## src/chg_pkg.sv

```systemverilog
// constants of the control word one block
package chg_pkg;

    // clock rate
    localparam int unsigned CLK_MHZ = 100;

    // bus command code of the control word
    localparam logic [7:0] CMD_CHARGER_CONTROL_ONE = 8'h3C;
    // device bus address (arbitrary value)
    localparam logic [6:0] DEV_ADDR_DEFAULT = 7'h2A;

    // register reset value
    localparam logic [15:0] CTRL_ONE_RESET = 16'h0000;

    // field positions
    localparam int DEB_SEL_HI = 15;
    localparam int DEB_SEL_LO = 14;
    localparam int LEARN_EXIT_BIT = 13;
    localparam int LEARN_EN_BIT = 12;
    localparam int REVERSE_POWER_BIT = 11;
    localparam int AUDIO_FILTER_BIT = 10;
    localparam int FREQ_HI = 9;
    localparam int FREQ_LO = 7;
    localparam int TURBO_DIS_BIT = 6;
    localparam int MON_DIS_BIT = 5;
    localparam int MON_SEL_BIT = 4;
    localparam int SYS_POWER_BIT = 3;
    localparam int SWITCH_DIS_BIT = 2;
    localparam int ALERT_HI = 1;
    localparam int ALERT_LO = 0;

    // comparator debounce times in us
    localparam int unsigned DEB_TIME_US_0 = 2;
    localparam int unsigned DEB_TIME_US_1 = 12;
    localparam int unsigned DEB_TIME_US_2 = 2000;
    localparam int unsigned DEB_TIME_US_3 = 5000000;
    localparam int unsigned DEB_CYC_0 = DEB_TIME_US_0 * CLK_MHZ;
    localparam int unsigned DEB_CYC_1 = DEB_TIME_US_1 * CLK_MHZ;
    localparam int unsigned DEB_CYC_2 = DEB_TIME_US_2 * CLK_MHZ;
    localparam int unsigned DEB_CYC_3 = DEB_TIME_US_3 * CLK_MHZ;
    localparam int DEB_CNT_W = 29;

    // code that keeps the pin frequency
    localparam logic [2:0] FREQ_FROM_PIN = 3'h0;

    // alert thresholds in mV
    localparam logic [12:0] ALERT_MV_0 = 13'd6000;
    localparam logic [12:0] ALERT_MV_1 = 13'd6300;
    localparam logic [12:0] ALERT_MV_2 = 13'd6600;
    localparam logic [12:0] ALERT_MV_3 = 13'd6900;
    localparam logic [12:0] ALERT_MV_ONE_CELL = 13'd2400;

    // bit counts of the byte engine
    localparam logic [3:0] BITS_PER_BYTE = 4'h8;
    localparam logic [3:0] LAST_TX_BIT = 4'h7;

    // byte positions inside a word transaction
    localparam logic [2:0] BYTE_ADDR = 3'h0;
    localparam logic [2:0] BYTE_CMD = 3'h1;
    localparam logic [2:0] BYTE_LO = 3'h2;
    localparam logic [2:0] BYTE_HI = 3'h3;
    localparam logic [2:0] BYTE_EXTRA = 3'h4;

    typedef enum logic [4:0] {
        ST_IDLE = 5'h01,
        ST_RX = 5'h02,
        ST_ACK = 5'h04,
        ST_TX = 5'h08,
        ST_MACK = 5'h10
    } chg_state_e;

    // override code to kHz
    function automatic logic [9:0] freq_khz(input logic [2:0] code);
        logic [9:0] f;
        f = 10'd913;
        case (code)
            3'h1: f = 10'd913;
            3'h2: f = 10'd839;
            3'h3: f = 10'd777;
            3'h4: f = 10'd723;
            3'h5: f = 10'd676;
            3'h6: f = 10'd635;
            3'h7: f = 10'd599;
            default: f = 10'd913;
        endcase
        return f;
    endfunction

endpackage

```

## src/chg_control_one.sv

```systemverilog
// control word one: management bus word slave and decoded charger settings
// Summary of operation
// - bits 15:14 pick comparator assertion debounce
// - exit-option bit leaves learn on low battery
// - learn bit enables battery learn mode
// - learn mode only with battery present
// - bit 11 enables reverse power function
// - bit 10 enables audio filter
// - bits 9:7 override switching frequency
// - code 000 keeps pin-programmed frequency
// - bit 6 low enables turbo, gate on while turbo active
// - bit 5 disables monitors, battery only
// - bit 4 selects adapter or battery monitor
// - bit 3 enables system power monitor
// - bit 2 stops switching, forces gate on
// - bits 1:0 pick low voltage alert threshold
// - single cell uses fixed 2.4 V threshold
`timescale 1ns/100ps
`default_nettype none

module chg_control_one #(
    parameter logic [6:0] DEV_ADDR = chg_pkg::DEV_ADDR_DEFAULT,
    parameter int unsigned DEB_CYC_2 = chg_pkg::DEB_CYC_2,
    parameter int unsigned DEB_CYC_3 = chg_pkg::DEB_CYC_3
) (
    // clock and reset
    input wire logic clk,
    input wire logic rst_n,
    // management bus pins, open drain data
    input wire logic smb_clk_in,
    input wire logic smb_data_in,
    output logic smb_data_out,
    output logic smb_data_oe,
    // device status inputs
    input wire logic battery_absent_input,
    input wire logic battery_below_min_sys,
    input wire logic adapter_present,
    input wire logic single_cell,
    input wire logic turbo_active,
    input wire logic comparator_raw,
    input wire logic [9:0] programming_pin_khz,
    // register contents
    output logic [15:0] charger_control_one,
    // decoded settings
    output logic comparator_asserted,
    output logic learn_mode_active,
    output logic reverse_power_function_en,
    output logic audio_filter_en,
    output logic [9:0] switching_freq_khz,
    output logic turbo_en,
    output logic battery_path_gate,
    output logic current_monitor_en,
    output logic monitor_select_battery,
    output logic system_power_monitor_en,
    output logic system_output_switching_en,
    output logic [12:0] low_output_voltage_alert_mv
);

    chg_pkg::chg_state_e state;
    logic scl_q;
    logic sda_q;

    logic [3:0] bit_cnt;
    logic [2:0] byte_idx;

    logic [7:0] rx_sh;
    logic [7:0] tx_sh;
    logic [7:0] lo_byte;

    logic cmd_ok;
    logic rd_mode;
    logic tx_hi;
    logic master_ack;

    logic learn_dropped;

    logic scl_rise;
    logic scl_fall;

    logic start_cond;
    logic stop_cond;

    logic byte_end;
    logic byte_ack;
    logic commit;

    assign scl_rise = smb_clk_in & ~scl_q;
    assign scl_fall = ~smb_clk_in & scl_q;
    assign start_cond = smb_clk_in & scl_q & sda_q & ~smb_data_in;
    assign stop_cond = smb_clk_in & scl_q & ~sda_q & smb_data_in;
    assign byte_end = (state == chg_pkg::ST_RX) && scl_fall && (bit_cnt == chg_pkg::BITS_PER_BYTE);

    // acknowledge decision for the byte just received
    always_comb begin
        unique case (byte_idx)
            chg_pkg::BYTE_ADDR: byte_ack = (rx_sh[7:1] == DEV_ADDR) && (!rx_sh[0] || cmd_ok);
            chg_pkg::BYTE_CMD: byte_ack = (rx_sh == chg_pkg::CMD_CHARGER_CONTROL_ONE);
            chg_pkg::BYTE_LO: byte_ack = 1'b1;
            chg_pkg::BYTE_HI: byte_ack = 1'b1;
            default: byte_ack = 1'b0;
        endcase
    end

    // store only once the high byte is in
    assign commit = byte_end && (byte_idx == chg_pkg::BYTE_HI) && cmd_ok && !rd_mode;

    // pin history
    always_ff @(posedge clk or negedge rst_n) begin
        if (!rst_n) begin
            scl_q <= 1'b1;
            sda_q <= 1'b1;
        end else begin
            scl_q <= smb_clk_in;
            sda_q <= smb_data_in;
        end
    end

    // byte engine of the word protocol
    always_ff @(posedge clk or negedge rst_n) begin
        if (!rst_n) begin
            state <= chg_pkg::ST_IDLE;
            bit_cnt <= '0;
            byte_idx <= chg_pkg::BYTE_ADDR;
            rx_sh <= '0;
            tx_sh <= '0;
            lo_byte <= '0;
            cmd_ok <= 1'b0;
            rd_mode <= 1'b0;
            tx_hi <= 1'b0;
            master_ack <= 1'b0;
        end else if (start_cond) begin
            // repeated start keeps the command
            state <= chg_pkg::ST_RX;
            bit_cnt <= '0;
            byte_idx <= chg_pkg::BYTE_ADDR;
            rd_mode <= 1'b0;
            tx_hi <= 1'b0;
        end else if (stop_cond) begin
            state <= chg_pkg::ST_IDLE;
            cmd_ok <= 1'b0;
            rd_mode <= 1'b0;
        end else begin
            unique case (state)
                chg_pkg::ST_IDLE: begin
                    bit_cnt <= '0;
                end

                chg_pkg::ST_RX: begin
                    if (scl_rise && bit_cnt != chg_pkg::BITS_PER_BYTE) begin
                        rx_sh <= {rx_sh[6:0], smb_data_in};
                        bit_cnt <= bit_cnt + 4'h1;
                    end else if (byte_end) begin
                        bit_cnt <= '0;
                        if (!byte_ack) begin
                            // refused byte, no acknowledge
                            state <= chg_pkg::ST_IDLE;
                        end else begin
                            state <= chg_pkg::ST_ACK;
                            byte_idx <= byte_idx + 3'h1;
                            if (byte_idx == chg_pkg::BYTE_ADDR && rx_sh[0]) begin
                                rd_mode <= 1'b1;
                                tx_sh <= charger_control_one[7:0];
                            end
                            if (byte_idx == chg_pkg::BYTE_CMD) begin
                                cmd_ok <= 1'b1;
                            end
                            if (byte_idx == chg_pkg::BYTE_LO) begin
                                lo_byte <= rx_sh;
                            end
                        end
                    end
                end

                chg_pkg::ST_ACK: begin
                    if (scl_fall) begin
                        state <= rd_mode ? chg_pkg::ST_TX : chg_pkg::ST_RX;
                        bit_cnt <= '0;
                    end
                end

                chg_pkg::ST_TX: begin
                    if (scl_fall) begin
                        tx_sh <= {tx_sh[6:0], 1'b0};
                        bit_cnt <= bit_cnt + 4'h1;
                        if (bit_cnt == chg_pkg::LAST_TX_BIT) begin
                            state <= chg_pkg::ST_MACK;
                            bit_cnt <= '0;
                        end
                    end
                end

                chg_pkg::ST_MACK: begin
                    if (scl_rise) begin
                        master_ack <= ~smb_data_in;
                    end else if (scl_fall) begin
                        if (master_ack && !tx_hi) begin
                            state <= chg_pkg::ST_TX;
                            tx_sh <= charger_control_one[15:8];
                            tx_hi <= 1'b1;
                        end else begin
                            state <= chg_pkg::ST_IDLE;
                        end
                    end
                end

                default: begin
                    state <= chg_pkg::ST_IDLE;
                end
            endcase
        end
    end

    // data line is only ever pulled low
    assign smb_data_out = 1'b0;
    assign smb_data_oe = (state == chg_pkg::ST_ACK) || ((state == chg_pkg::ST_TX) && !tx_sh[7]);

    // the control word itself
    always_ff @(posedge clk or negedge rst_n) begin
        if (!rst_n) begin
            charger_control_one <= chg_pkg::CTRL_ONE_RESET;
        end else if (commit) begin
            charger_control_one <= {rx_sh, lo_byte};
        end
    end

    // learn mode, with latched exit on low battery
    always_ff @(posedge clk or negedge rst_n) begin
        if (!rst_n) begin
            learn_dropped <= 1'b0;
            learn_mode_active <= 1'b0;
        end else begin
            if (!charger_control_one[chg_pkg::LEARN_EN_BIT]) begin
                learn_dropped <= 1'b0;
            end else if (learn_mode_active && charger_control_one[chg_pkg::LEARN_EXIT_BIT]
                         && battery_below_min_sys) begin
                learn_dropped <= 1'b1;
            end

            learn_mode_active <= charger_control_one[chg_pkg::LEARN_EN_BIT]
                                 && !battery_absent_input
                                 && !learn_dropped
                                 && !(charger_control_one[chg_pkg::LEARN_EXIT_BIT] && battery_below_min_sys);
        end
    end

    // decoded settings, registered
    always_ff @(posedge clk or negedge rst_n) begin
        if (!rst_n) begin
            reverse_power_function_en <= 1'b0;
            audio_filter_en <= 1'b0;
            switching_freq_khz <= '0;
            turbo_en <= 1'b0;
            battery_path_gate <= 1'b0;
            current_monitor_en <= 1'b0;
            monitor_select_battery <= 1'b0;
            system_power_monitor_en <= 1'b0;
            system_output_switching_en <= 1'b0;
            low_output_voltage_alert_mv <= chg_pkg::ALERT_MV_0;
        end else begin
            reverse_power_function_en <= charger_control_one[chg_pkg::REVERSE_POWER_BIT];
            audio_filter_en <= charger_control_one[chg_pkg::AUDIO_FILTER_BIT];

            if (charger_control_one[chg_pkg::FREQ_HI:chg_pkg::FREQ_LO] == chg_pkg::FREQ_FROM_PIN) begin
                switching_freq_khz <= programming_pin_khz;
            end else begin
                switching_freq_khz <= chg_pkg::freq_khz(charger_control_one[chg_pkg::FREQ_HI:chg_pkg::FREQ_LO]);
            end

            turbo_en <= !charger_control_one[chg_pkg::TURBO_DIS_BIT];
            battery_path_gate <= (!charger_control_one[chg_pkg::TURBO_DIS_BIT] && turbo_active)
                                 || charger_control_one[chg_pkg::SWITCH_DIS_BIT];

            current_monitor_en <= adapter_present || !charger_control_one[chg_pkg::MON_DIS_BIT];
            monitor_select_battery <= charger_control_one[chg_pkg::MON_SEL_BIT];
            system_power_monitor_en <= charger_control_one[chg_pkg::SYS_POWER_BIT];
            system_output_switching_en <= !charger_control_one[chg_pkg::SWITCH_DIS_BIT];

            if (single_cell) begin
                low_output_voltage_alert_mv <= chg_pkg::ALERT_MV_ONE_CELL;
            end else begin
                unique case (charger_control_one[chg_pkg::ALERT_HI:chg_pkg::ALERT_LO])
                    2'h0: low_output_voltage_alert_mv <= chg_pkg::ALERT_MV_0;
                    2'h1: low_output_voltage_alert_mv <= chg_pkg::ALERT_MV_1;
                    2'h2: low_output_voltage_alert_mv <= chg_pkg::ALERT_MV_2;
                    2'h3: low_output_voltage_alert_mv <= chg_pkg::ALERT_MV_3;
                endcase
            end
        end
    end

    // comparator assertion debounce
    chg_debounce #(
        .CYC_0(chg_pkg::DEB_CYC_0),
        .CYC_1(chg_pkg::DEB_CYC_1),
        .CYC_2(DEB_CYC_2),
        .CYC_3(DEB_CYC_3)
    ) u_debounce (
        .clk(clk),
        .rst_n(rst_n),
        .raw_in(comparator_raw),
        .sel(charger_control_one[chg_pkg::DEB_SEL_HI:chg_pkg::DEB_SEL_LO]),
        .asserted(comparator_asserted)
    );

endmodule

`default_nettype wire

```

## src/chg_debounce.sv

```systemverilog
// assertion debounce of the general purpose comparator output
`timescale 1ns/100ps
`default_nettype none

module chg_debounce #(
    parameter int unsigned CYC_0 = chg_pkg::DEB_CYC_0,
    parameter int unsigned CYC_1 = chg_pkg::DEB_CYC_1,
    parameter int unsigned CYC_2 = chg_pkg::DEB_CYC_2,
    parameter int unsigned CYC_3 = chg_pkg::DEB_CYC_3
) (
    // clock and reset
    input wire logic clk,
    input wire logic rst_n,
    // raw comparator and delay select
    input wire logic raw_in,
    input wire logic [1:0] sel,
    // debounced level
    output logic asserted
);

    logic [chg_pkg::DEB_CNT_W-1:0] cnt;
    logic [chg_pkg::DEB_CNT_W-1:0] limit;

    always_comb begin
        unique case (sel)
            2'h0: limit = chg_pkg::DEB_CNT_W'(CYC_0);
            2'h1: limit = chg_pkg::DEB_CNT_W'(CYC_1);
            2'h2: limit = chg_pkg::DEB_CNT_W'(CYC_2);
            2'h3: limit = chg_pkg::DEB_CNT_W'(CYC_3);
        endcase
    end

    // assertion waits the selected time, release is immediate
    always_ff @(posedge clk or negedge rst_n) begin
        if (!rst_n) begin
            cnt <= '0;
            asserted <= 1'b0;
        end else if (!raw_in) begin
            cnt <= '0;
            asserted <= 1'b0;
        end else if (cnt + 1'b1 >= limit) begin
            asserted <= 1'b1;
        end else begin
            cnt <= cnt + 1'b1;
        end
    end

endmodule

`default_nettype wire

```

## config.mk

```make
export PLATFORM = sky130hd
export DESIGN_NAME = chg_control_one
export DESIGN_NICKNAME = d
export VERILOG_FILES = /design/src/chg_pkg.sv /design/src/chg_control_one.sv /design/src/chg_debounce.sv
export SDC_FILE = /design/constraint.sdc
export NUM_CORES = 1
export LEC_CHECK = 0
export BUFFER_PORTS_ARGS = -buffer_cell sky130_fd_sc_hd__buf_4
export CAP_MARGIN = 20
export CORE_MARGIN = 4
export CORE_UTILIZATION = 38
export CTS_CLUSTER_DIAMETER = 40
export CTS_CLUSTER_SIZE = 40
export DETAILED_ROUTE_END_ITERATION = 10
export GPL_ROUTABILITY_DRIVEN = 0
export MAX_ROUTING_LAYER = met4
export SLEW_MARGIN = 20
export SYNTH_ARGS = -nofsm -noshare
export SYNTH_HDL_FRONTEND = slang
export SYNTH_HIERARCHICAL = 1
export SYNTH_SLANG_ARGS = --single-unit
```

## constraint.sdc

```tcl
create_clock -name clk -period 4.3 [get_ports clk]
set_input_delay 0.645 -clock clk [delete_from_list [all_inputs] [get_ports clk]]
set_output_delay 0.645 -clock clk [all_outputs]
set_load 0.02 [all_outputs]
```

==> results of run 1 <==
registers in the layout, indices dropped and copies added (netlist names), 3 cells and up:
name                         count
bit_cnt                          4
charger_control_one             16
low_output_voltage_alert_mv     11
lo_byte                          8
rx_sh                            8
tx_sh                            8
byte_idx                         3
state                            5
switching_freq_khz              10
u_debounce/cnt                  29
synth_stat cells, drive strengths merged, types with 4 or more instances:
cell / count
or3: 7
ha: 34
nor2b: 9
nor3: 15
and2: 4
buf: 20
nor4: 7
clkbuf: 15
nand3: 26
or4: 13
dfstp: 10
nand4: 9
nand2: 57
dfrtp: 109
o311ai: 4
a211oi: 4
a21oi: 26
xor2: 11
o21ai: 24
nand2b: 20
o31ai: 18
or2: 4
inv: 33
nand4b: 4
a222oi: 7
mux2: 27
nor2: 30
a21o: 8
and3: 10
mux2i: 19
xnor2: 20
nor3b: 11
what timing repair did:
action / CTS / global route
resized for setup: 2 / 13
pin swaps: 0 / 0
cloned: 0 / 0
endpoints found under the setup margin: 19 / 30
setup buffers: 0 / 4
worst min-delay path by stage:
stage / startpoint / end / slack [ns] / cells after the start
global route: smb_clk_in / scl_q / 0.35 / 1
finish: rst_n / bit_cnt[1] / 0.35 / 1
detailed placement: charger_control_one[11] / reverse_power_function_en / 0.43 / 0
CTS: smb_clk_in / scl_q / 0.35 / 1
floorplan: rst_n / audio_filter_en / 0.35 / 0
global placement: charger_control_one[11] / reverse_power_function_en / 0.42 / 0
layout by cell type (no fill, tap or decap), drive strengths merged, types with 13 or more instances in the layout:
cell / instances
nor2: 30
buf: 87
dfrtp: 109
xnor2: 20
mux2i: 19
or4: 13
nand3: 26
clkbuf: 18
inv: 35
mux2: 27
o21ai: 24
ha: 34
o31ai: 18
a21oi: 26
nand2: 57
nand2b: 20
nor3: 15
layer usage:
layer  GRT usage (%)  vias to the layer above
met5               -                        -
met1           21.77                     2657
met3           3.606                       37
met2           26.49                      138
met4           6.313                        0
li1                -                     2552
through the flow:
step | utilization [%] | power [mW] | hold WS, ns | instance area [um^2]
after floorplan | - | 1.321 | 0.3494 | 6793
after global placement | 43.30 | 1.401 | 0.4210 | 7541
after detailed placement | 43.30 | 1.406 | 0.4306 | 7541
after CTS | 46.93 | 2.937 | 0.3480 | 8174
after global routing | 47.48 | 3.020 | 0.3524 | 8269
final | 47.48 | 2.907 | 0.3464 | 8269
layout make-up:
type,instances,area [um^2]
Fill cell,1620,9148
Multi-Input combinational cell,477,3568
Sequential cell,119,2993
Timing Repair Buffer,87,673.1
Clock buffer,18,429.2
Tap cell,225,281.5
Clock inverter,14,200.2
Inverter,33,123.9
where the power goes:
| part | switching (mW) | total, mW | internal [mW] |
|---|---|---|---|
| clock network | 0.540 | 1.51 | 0.974 |
| logic | 0.126 | 0.206 | 0.0797 |
| registers | 0.0364 | 1.19 | 1.15 |
| total | 0.703 | 2.91 | 2.20 |
logic make-up (layout without fill, tap and decap cells):
family	after synthesis	after routing	share of synthesized area, %
AOI/OAI and AO/OA	122	122	12.63
xor gates and xnor gates	31	31	4.278
adders and majority gates	34	34	6.270
buffers and inverters	68	152	4.518
DFF	119	119	44.07
muxes	46	46	7.726
other	1	3	0.05527
and+or+nand+nor	241	241	20.45
==> impl_metrics.yaml, run 1 <==
logic_synthesis:
  synth_top_area_share_pct: 40.20
  yosys-top-cells-area: "dfrtp_1 (40%), ha_1 (6.3%), dfstp_2 (3.9%)"
  synthFlopType: "dfrtp_1"
  yosys_warnings: 6
  async_flop_share_pct: 100.0
  yosysUniqueCellTypes: 80
  synthesis.area_um2: 6785
  syn_inst: 662
  ys_seq_elements: 119
  synth_edf_count: 0
  ys_seq_area_share_pct: 44.07
  syn_area_per_cell_um2: 10.25
  yosys.area.top_type: "dfrtp_1"
global_route:
  grt_pass1_wl_um: 26580
  antenna_found_initial: 0
  grt_use_total_pct: 16.95
  overflow: 0
  grt_max_degree: 68
  first_global_vias: 5356
worst_setup_path:
  reg2regPathDepth: 16
  slowest_delay_ns: 0.56
  crit_start: "u_debounce/cnt[0]"
  critical_path.most_common_cell: "nand3_1"
  crit_family: "simple AND/OR/NAND/NOR gates"
  path_max_fanout: 11
  cp-start-kind: "register"
  cp.arrival_ns: 4.39
  crit_path_end_kind: "register"
  critPathSlowestCell: "or4_4"
  r2r-start: "u_debounce/cnt[0]"
  worstPathBufferInverterCount: 1
  crit_chain: "ha_4 > nand3_1 > or3_4 > nor4_4 > and3_1 > and3_1 > nand3_1 > xnor2_1 > ha_1 > and3_2 > nand3_1 > or4_4 > a31oi_4 > buf_4 > or4_1 > a21oi_1"
  setup.worst_path.class: "reg -> reg"
  critPathCapture: "u_debounce/cnt[7]"
  worstReg2RegEnd: "u_debounce/cnt[7]"
  path_depth: 16
  worst-r2r-setup-slack_ns: 0.18
  worstPathRequired_ns: 4.57
run:
  max-cap-violations: 0
drt:
  wl_met1_um: 7342
  wl_met3_um: 653
  wl_um: 16300
  via_per_inst: 5.533
  firstDrtPassIters: 5
  dr_wl_met2_um: 7973
  wl_per_cell_um: 16.75
  vias: 5384
  drc: 0
  antenna_left: 0
  first_iter_violations: 332
  top_layer: "met4"
sta:
  skew_ns: 0.009549
  fin_crit_sh_pct: 95.78
  tightest_slew_ns: 0.9295
  drv_slew: 0
  relSlewSlack_pct: 38.03
  hold_viol_final: 0
  max_freq_mhz: 242.8
  tns_ns: 0
  setup_viol: 0
  fin_ws_ns: 0.1813
  finalCriticalPeriod_ns: 4.119
cts:
  cts_tree: "yes"
  htree_num_levels: 4
  clkSinkCount: 119
  clk_pin_slew_ns: 0.06
  root_buffer: "clkbuf_16"
  clk_latency_ns: 0.42
  cts_hold_buf: 0
  ctsLongestPathBuffers: 2
  cts_made_buffers: 17
layout:
  final_cell_count_no_fill: 973
  drive_gt1_share_pct: 24.73
  n_antenna_cell: 0
  syn_to_final_growth_pct: 21.87
  layout.nets: 789
power:
  cellLeakagePower_nw: 3.780
  vdd_drop_max_mv: 0.2770
  power_density_nw_per_um2: 351.6
floorplanning:
  std_cell_rows: 48
  die_w_um: 141.6
  start_util_pct: 38.96
  die_area_um2: 20060
  io_pins: 71
  die_y_um: 141.6
  coreArea_um2: 17420
outcome:
  outcome: "completed"
placement:
  numPortBuffers: 67
  dp_hpwl_um: 11450
  place_ws_ns: -0.09041
  dp_cells: 937
worst_hold_path:
  hold_class: "in -> async"
No activity file was read; power rests on OpenSTA's default activity.
==> inputs of run 2 (changes only) <==
--- a/config.mk
+++ b/config.mk
@@ -7,7 +7,7 @@
 export LEC_CHECK = 0
 export BUFFER_PORTS_ARGS = -buffer_cell sky130_fd_sc_hd__buf_4
 export CAP_MARGIN = 20
-export CORE_MARGIN = 4
+export CORE_MARGIN = 8
 export CORE_UTILIZATION = 38
 export CTS_CLUSTER_DIAMETER = 40
 export CTS_CLUSTER_SIZE = 40
==> run 2 against run 1 <==
Maximum frequency grew 1.0%. Wire length about the same. Sequential share of layout area down 0.058 points. Cell count increased by 0.62%. Power is 2.0% lower. Non-clock buffer count is 2 higher. Combinational power is 2% higher. Sequential power barely moved.
==> impl_metrics.yaml, run 2 (synthesis results as in run 1) <==
layout:
  layout.nets: 791
  final_area_um2: 8275
  top_register: "u_debounce/cnt"
  largest_register_ffs: 29
  final_cell_count_no_fill: 979
  final_common_cell: "dfrtp_1"
  n_antenna_cell: 0
  layout_common_cells: "dfrtp_1 (109), buf_4 (85), nand2_1 (56)"
  top_regs: "u_debounce/cnt x29, charger_control_one x16, low_output_voltage_alert_mv x11"
  drive_gt1_share_pct: 24.53
  fill_cells: 1601
  syn_to_final_growth_pct: 21.96
  final_util_pct: 46.71
worst_setup_path:
  path_max_fanout: 20
  slowest_delay_ns: 0.54
  crit_chain: "ha_4 > nand3_1 > or3_4 > nor4_4 > and3_1 > and3_1 > nand3_1 > xnor2_1 > ha_1 > and3_4 > nand3_1 > or4_4 > a31oi_4 > buf_12 > nor2_1 > buf_4 > mux2i_1"
  critical_path.most_common_cell: "nand3_1"
  cp-start-kind: "register"
  setup.worst_path.class: "reg -> reg"
  crit_path_end_kind: "register"
  worstPathRequired_ns: 4.60
  critPathSlowestCell: "or4_4"
  cp.arrival_ns: 4.38
placement:
  dp_hpwl_um: 11530
  numPortBuffers: 67
  dp_cells: 945
  place_ws_ns: -0.03414
  dpl_cell_area_um2: 7601
global_route:
  overflow: 0
  antenna_found_initial: 0
  grt_pass1_wl_um: 27530
  grt_max_degree: 78
  grt_use_total_pct: 15.55
  first_global_vias: 5465
sta:
  fin_crit_sh_pct: 94.84
  finalCriticalPeriod_ns: 4.078
  whs_ns: 0.2633
  drv_slew: 0
  tightest_slew_ns: 0.7352
  skew_ns: 0.01084
  relSlewSlack_pct: 50.99
  setup_viol: 0
  fin_ws_ns: 0.2221
  hold_viol_final: 0
  max_freq_mhz: 245.2
floorplanning:
  std_cell_rows: 49
  die_w_um: 149.6
  coreArea_um2: 17720
  start_util_pct: 38.30
  die_area_um2: 22390
  io_pins: 71
  die_y_um: 149.6
power:
  pwr-share-comb_pct: 7.4
  clkPwrFrac_pct: 51.2
  cellLeakagePower_nw: 3.800
  switching_share_pct: 25.97
  power.switching_mw: 0.7403
  power_density_nw_per_um2: 344.5
  internal-power_mw: 2.110
  seq_power_share_pct: 41.5
  vdd_drop_max_mv: 0.2738
worst_hold_path:
  hold_class: "in -> async"
cts:
  htree_num_levels: 4
  root_buffer: "clkbuf_16"
  clkSinkCount: 119
  cts_hold_buf: 0
  clk_pin_slew_ns: 0.06
  cts_tree: "yes"
  clk_latency_ns: 0.42
  cts_made_buffers: 17
  ctsLongestPathBuffers: 2
drt:
  first_iter_violations: 324
  via_per_inst: 5.431
  antenna_left: 0
  wl_um: 16310
  drc: 0
  vias: 5317
  wl_per_cell_um: 16.65
  firstDrtPassIters: 6
outcome:
  outcome: "completed"
run:
  max-cap-violations: 0
==> run 2: changes by cell type in the layout (fill, tap and decap cells not counted), sizes merged <==
cell | previous run | this run
clkbuf | 18 | 17
buf | 87 | 89
clkinvlp | 3 | 1
clkinv | 5 | 3
bufinv | 4 | 2
inv | 35 | 42
==> run 2: worst paths after layout <==
kind / startpoint / endpoint / slack, ns / depth (start not counted)
max: u_debounce/cnt[1] / u_debounce/cnt[1] / 0.22 / 17
min: rst_n / u_debounce/cnt[24] / 0.26 / 1
max reg2reg: u_debounce/cnt[1] / u_debounce/cnt[1] / 0.22 / 17
min reg2reg: charger_control_one[11] / reverse_power_function_en / 0.43 / 0
max in group asynchronous: rst_n / low_output_voltage_alert_mv[10] / 3.19 / 2
min in group clk: smb_clk_in / scl_q / 0.37 / 1
==> run 2: layout make-up <==
class	count	area, um^2	area share [%]
Clock inverter	15	180.2	2.177
Sequential cell	119	2990	36.14
Inverter	33	123.9	1.497
Clock buffer	17	425.4	5.141
Timing Repair Buffer	89	709.4	8.573
Tap cell	229	286.5	3.462
Multi-Input combinational cell	477	3560	43.01
==> run 2: routing by layer <==
layer | track usage [%] | up-vias | wire length (um)
li1 | - | 2554 | -
met1 | 18.70 | 2624 | 7084
met2 | 25.63 | 125 | 8234
met3 | 3.387 | 14 | 828
met4 | 4.745 | 0 | 157
met5 | - | - | 0
==> run 2: stage by stage <==
| step | setup TNS, ns | total power, mW |
|---|---|---|
| 2_1_floorplan | 0 | 1.321 |
| 5_1_grt | -0.5337 | 2.974 |
| 4_1_cts | 0 | 2.879 |
| 6_report | 0 | 2.851 |
| 3_5_place_dp | -0.1471 | 1.406 |
| 3_3_place_gp | 0 | 1.399 |
==> run 2: power groups by stage <==
| stage | logic [mW] | clock network [mW] | registers [mW] |
|---|---|---|---|
| 3_3_place_gp | 0.199 | 0 | 1.20 |
| 4_1_cts | 0.206 | 1.49 | 1.18 |
| 2_1_floorplan | 0.121 | 0 | 1.20 |
| 6_report | 0.210 | 1.46 | 1.18 |
| 5_1_grt | 0.235 | 1.55 | 1.19 |
| 3_5_place_dp | 0.206 | 0 | 1.20 |
==> run 2: timing repair <==
item,CTS,global route
buffers inserted,0,2
pin swaps,0,0
resized for setup,1,8
endpoints found under the setup margin,11,30
==> run 2: worst max-delay path, delay by kind of cell (launching register included) <==
family          cells  cell delay, ns
simple gates       10            2.20
fa+ha+maj           2            0.47
flops               1            0.43
buf+inv             2            0.37
compound gates      1            0.20
xor+xnor            1            0.16
mux                 1            0.11
==> inputs of run 3 (changes only) <==
==> constraint.sdc (replaced) <==
create_clock -name clk -period 3.85 [get_ports clk]
set_input_delay 0.5775 -clock clk [delete_from_list [all_inputs] [get_ports clk]]
set_output_delay 0.5775 -clock clk [all_outputs]
set_load 0.1 [all_outputs]
==> run 3 against run 2 <==
Power increased by 16%. Maximum frequency increased by 8.1%. Sequential cell count unchanged. Design area increased by 7.4%. Register-to-register slack got worse by 0.14 ns. Worst setup slack got worse by 0.14 ns. Largest power group unchanged. Wire length increased by 7.8%. Combinational power increased by 46%. Clock skew decreased by 0.0013 ns. Clock-buffer cell count unchanged. Utilization increased by 3.4 points. Cell count increased by 4.2%.
==> impl_metrics.yaml, run 3 (synthesis results as in run 1) <==
layout:
  largest_register_ffs: 29
  final_area_um2: 8885
  n_antenna_cell: 0
  seq_area_um2: 2990
  top_regs: "u_debounce/cnt x29, charger_control_one x16, low_output_voltage_alert_mv x11"
  layout_common_cells: "buf_4 (115), dfrtp_1 (109), nand2_1 (56)"
  top_register: "u_debounce/cnt"
  final_common_cell: "buf_4"
  fill_cells: 1568
  syn_to_final_growth_pct: 30.94
  final_util_pct: 50.14
  final_cell_count_no_fill: 1020
  multi_input_area_um2: 3776
  layout.nets: 832
  drive_gt1_share_pct: 32.74
sta:
  finalCriticalPeriod_ns: 3.771
  setup_viol: 0
  tightest_slew_ns: 0.7908
  drv_slew: 0
  fin_ws_ns: 0.07866
  max_freq_mhz: 265.2
  tns_ns: 0
  relSlewSlack_pct: 46.99
  fin_crit_sh_pct: 97.96
  hold_viol_final: 0
  rsz0062_at_grt: "true"
  skew_ns: 0.009542
cts:
  htree_num_levels: 4
  cts_made_buffers: 17
  cts_tree: "yes"
  root_buffer: "clkbuf_16"
  ctsLongestPathBuffers: 2
  clk_pin_slew_ns: 0.06
  clkSinkCount: 119
  clk_latency_ns: 0.41
drt:
  first_iter_violations: 302
  via_per_inst: 5.449
  wl_um: 17580
  vias: 5558
  antenna_left: 0
  wl_per_cell_um: 17.23
  drc: 0
  firstDrtPassIters: 5
power:
  cellLeakagePower_nw: 4.123
  pwr-share-comb_pct: 9.3
  clkPwrFrac_pct: 50.6
  power_density_nw_per_um2: 370.7
  internal-power_mw: 2.415
  vdd_drop_max_mv: 0.3244
  seq_power_share_pct: 40.1
  power.switching_mw: 0.8790
  switching_share_pct: 26.69
global_route:
  antenna_found_initial: 0
  first_global_vias: 5675
  grt_pass1_wl_um: 28060
  overflow: 0
  grt_use_total_pct: 15.98
  grt_max_degree: 73
floorplanning:
  die_area_um2: 22390
  start_util_pct: 38.30
  die_y_um: 149.6
  die_w_um: 149.6
  io_pins: 71
  std_cell_rows: 49
  coreArea_um2: 17720
outcome:
  outcome: "completed"
placement:
  numPortBuffers: 67
  place_ws_ns: -0.03483
  dp_hpwl_um: 12020
  dp_cells: 969
  dpl_cell_area_um2: 7809
run:
  max-cap-violations: 0
worst_setup_path:
  cp-start-kind: "register"
  setup.worst_path.class: "reg -> reg"
  worstPathRequired_ns: 4.11
  cp.arrival_ns: 4.03
  crit_path_end_kind: "register"
  reg2regPathDepth: 17
  path_max_fanout: 7
worst_hold_path:
  hold_class: "in -> async"
-- run 3: repair_timing --
action                     CTS  global route
pin swaps                    0             8
gates resized for setup      1            49
setup endpoints to repair    7            30
hold buffers                 0             0
cloned                       0             6
hold endpoints to repair     0             0
setup buffers                0            12
-- run 3: final cells by class --
| class | instances | area share, % |
|---|---|---|
| clock buffer | 17 | 4.788 |
| clock inverter | 15 | 2.155 |
| inverter | 33 | 1.394 |
| multi-input combinational | 477 | 42.50 |
| tap | 229 | 3.225 |
| timing repair buffer | 130 | 12.28 |
| sequential | 119 | 33.66 |
-- run 3: path summary, 6_finish.rpt --
path | endpoint | startpoint | slack, ns
worst max-delay path | u_debounce/cnt[11] | u_debounce/cnt[1] | 0.08
worst min-delay path | bit_cnt[3] | rst_n | 0.14
worst max register to register | u_debounce/cnt[11] | u_debounce/cnt[1] | 0.08
worst min register to register | reverse_power_function_en | charger_control_one[11] | 0.43
max in group asynchronous | low_output_voltage_alert_mv[9] | rst_n | 2.78
min in group clk | scl_q | smb_clk_in | 0.31
-- run 3: through the flow --
stage                     power, mW  hold slack (ns)
final                         3.294           0.1358
after global routing          3.411           0.1594
after CTS                     3.328           0.2880
after detailed placement      1.646           0.4143
after global placement        1.638           0.4070
after floorplan               1.544           0.2819
-- run 3: layer usage --
metal | vias up | wire (um) | GRT usage (%)
li1 | 2632 | - | -
met3 | 24 | 912 | 3.417
met1 | 2756 | 7643 | 19.32
met5 | - | 0 | -
met2 | 146 | 8729 | 25.83
met4 | 0 | 291 | 5.805
-- run 3: power by group through the flow --
stage	Sequential, mW	Combinational (mW)	Clock [mW]
floorplan	1.40	0.146	0
global placement	1.34	0.298	0
detailed placement	1.34	0.304	0
CTS	1.32	0.304	1.70
global route	1.32	0.330	1.76
finish	1.32	0.306	1.67
-- run 3: critical path, cell delays in order, from the launching register on --
cell and delay, ns:
dfrtp_1 0.39, ha_4 0.16, nand3_2 0.07, or3_4 0.35
nor4_4 0.16, and3_4 0.22, and3_4 0.21, nand3_4 0.09
xnor2_2 0.15, ha_1 0.29, and3_4 0.22, nand3_4 0.08
or4_4 0.53, a31oi_4 0.19, buf_6 0.17, clkbuf_16 0.16
or4_4 0.12, a21oi_2 0.05
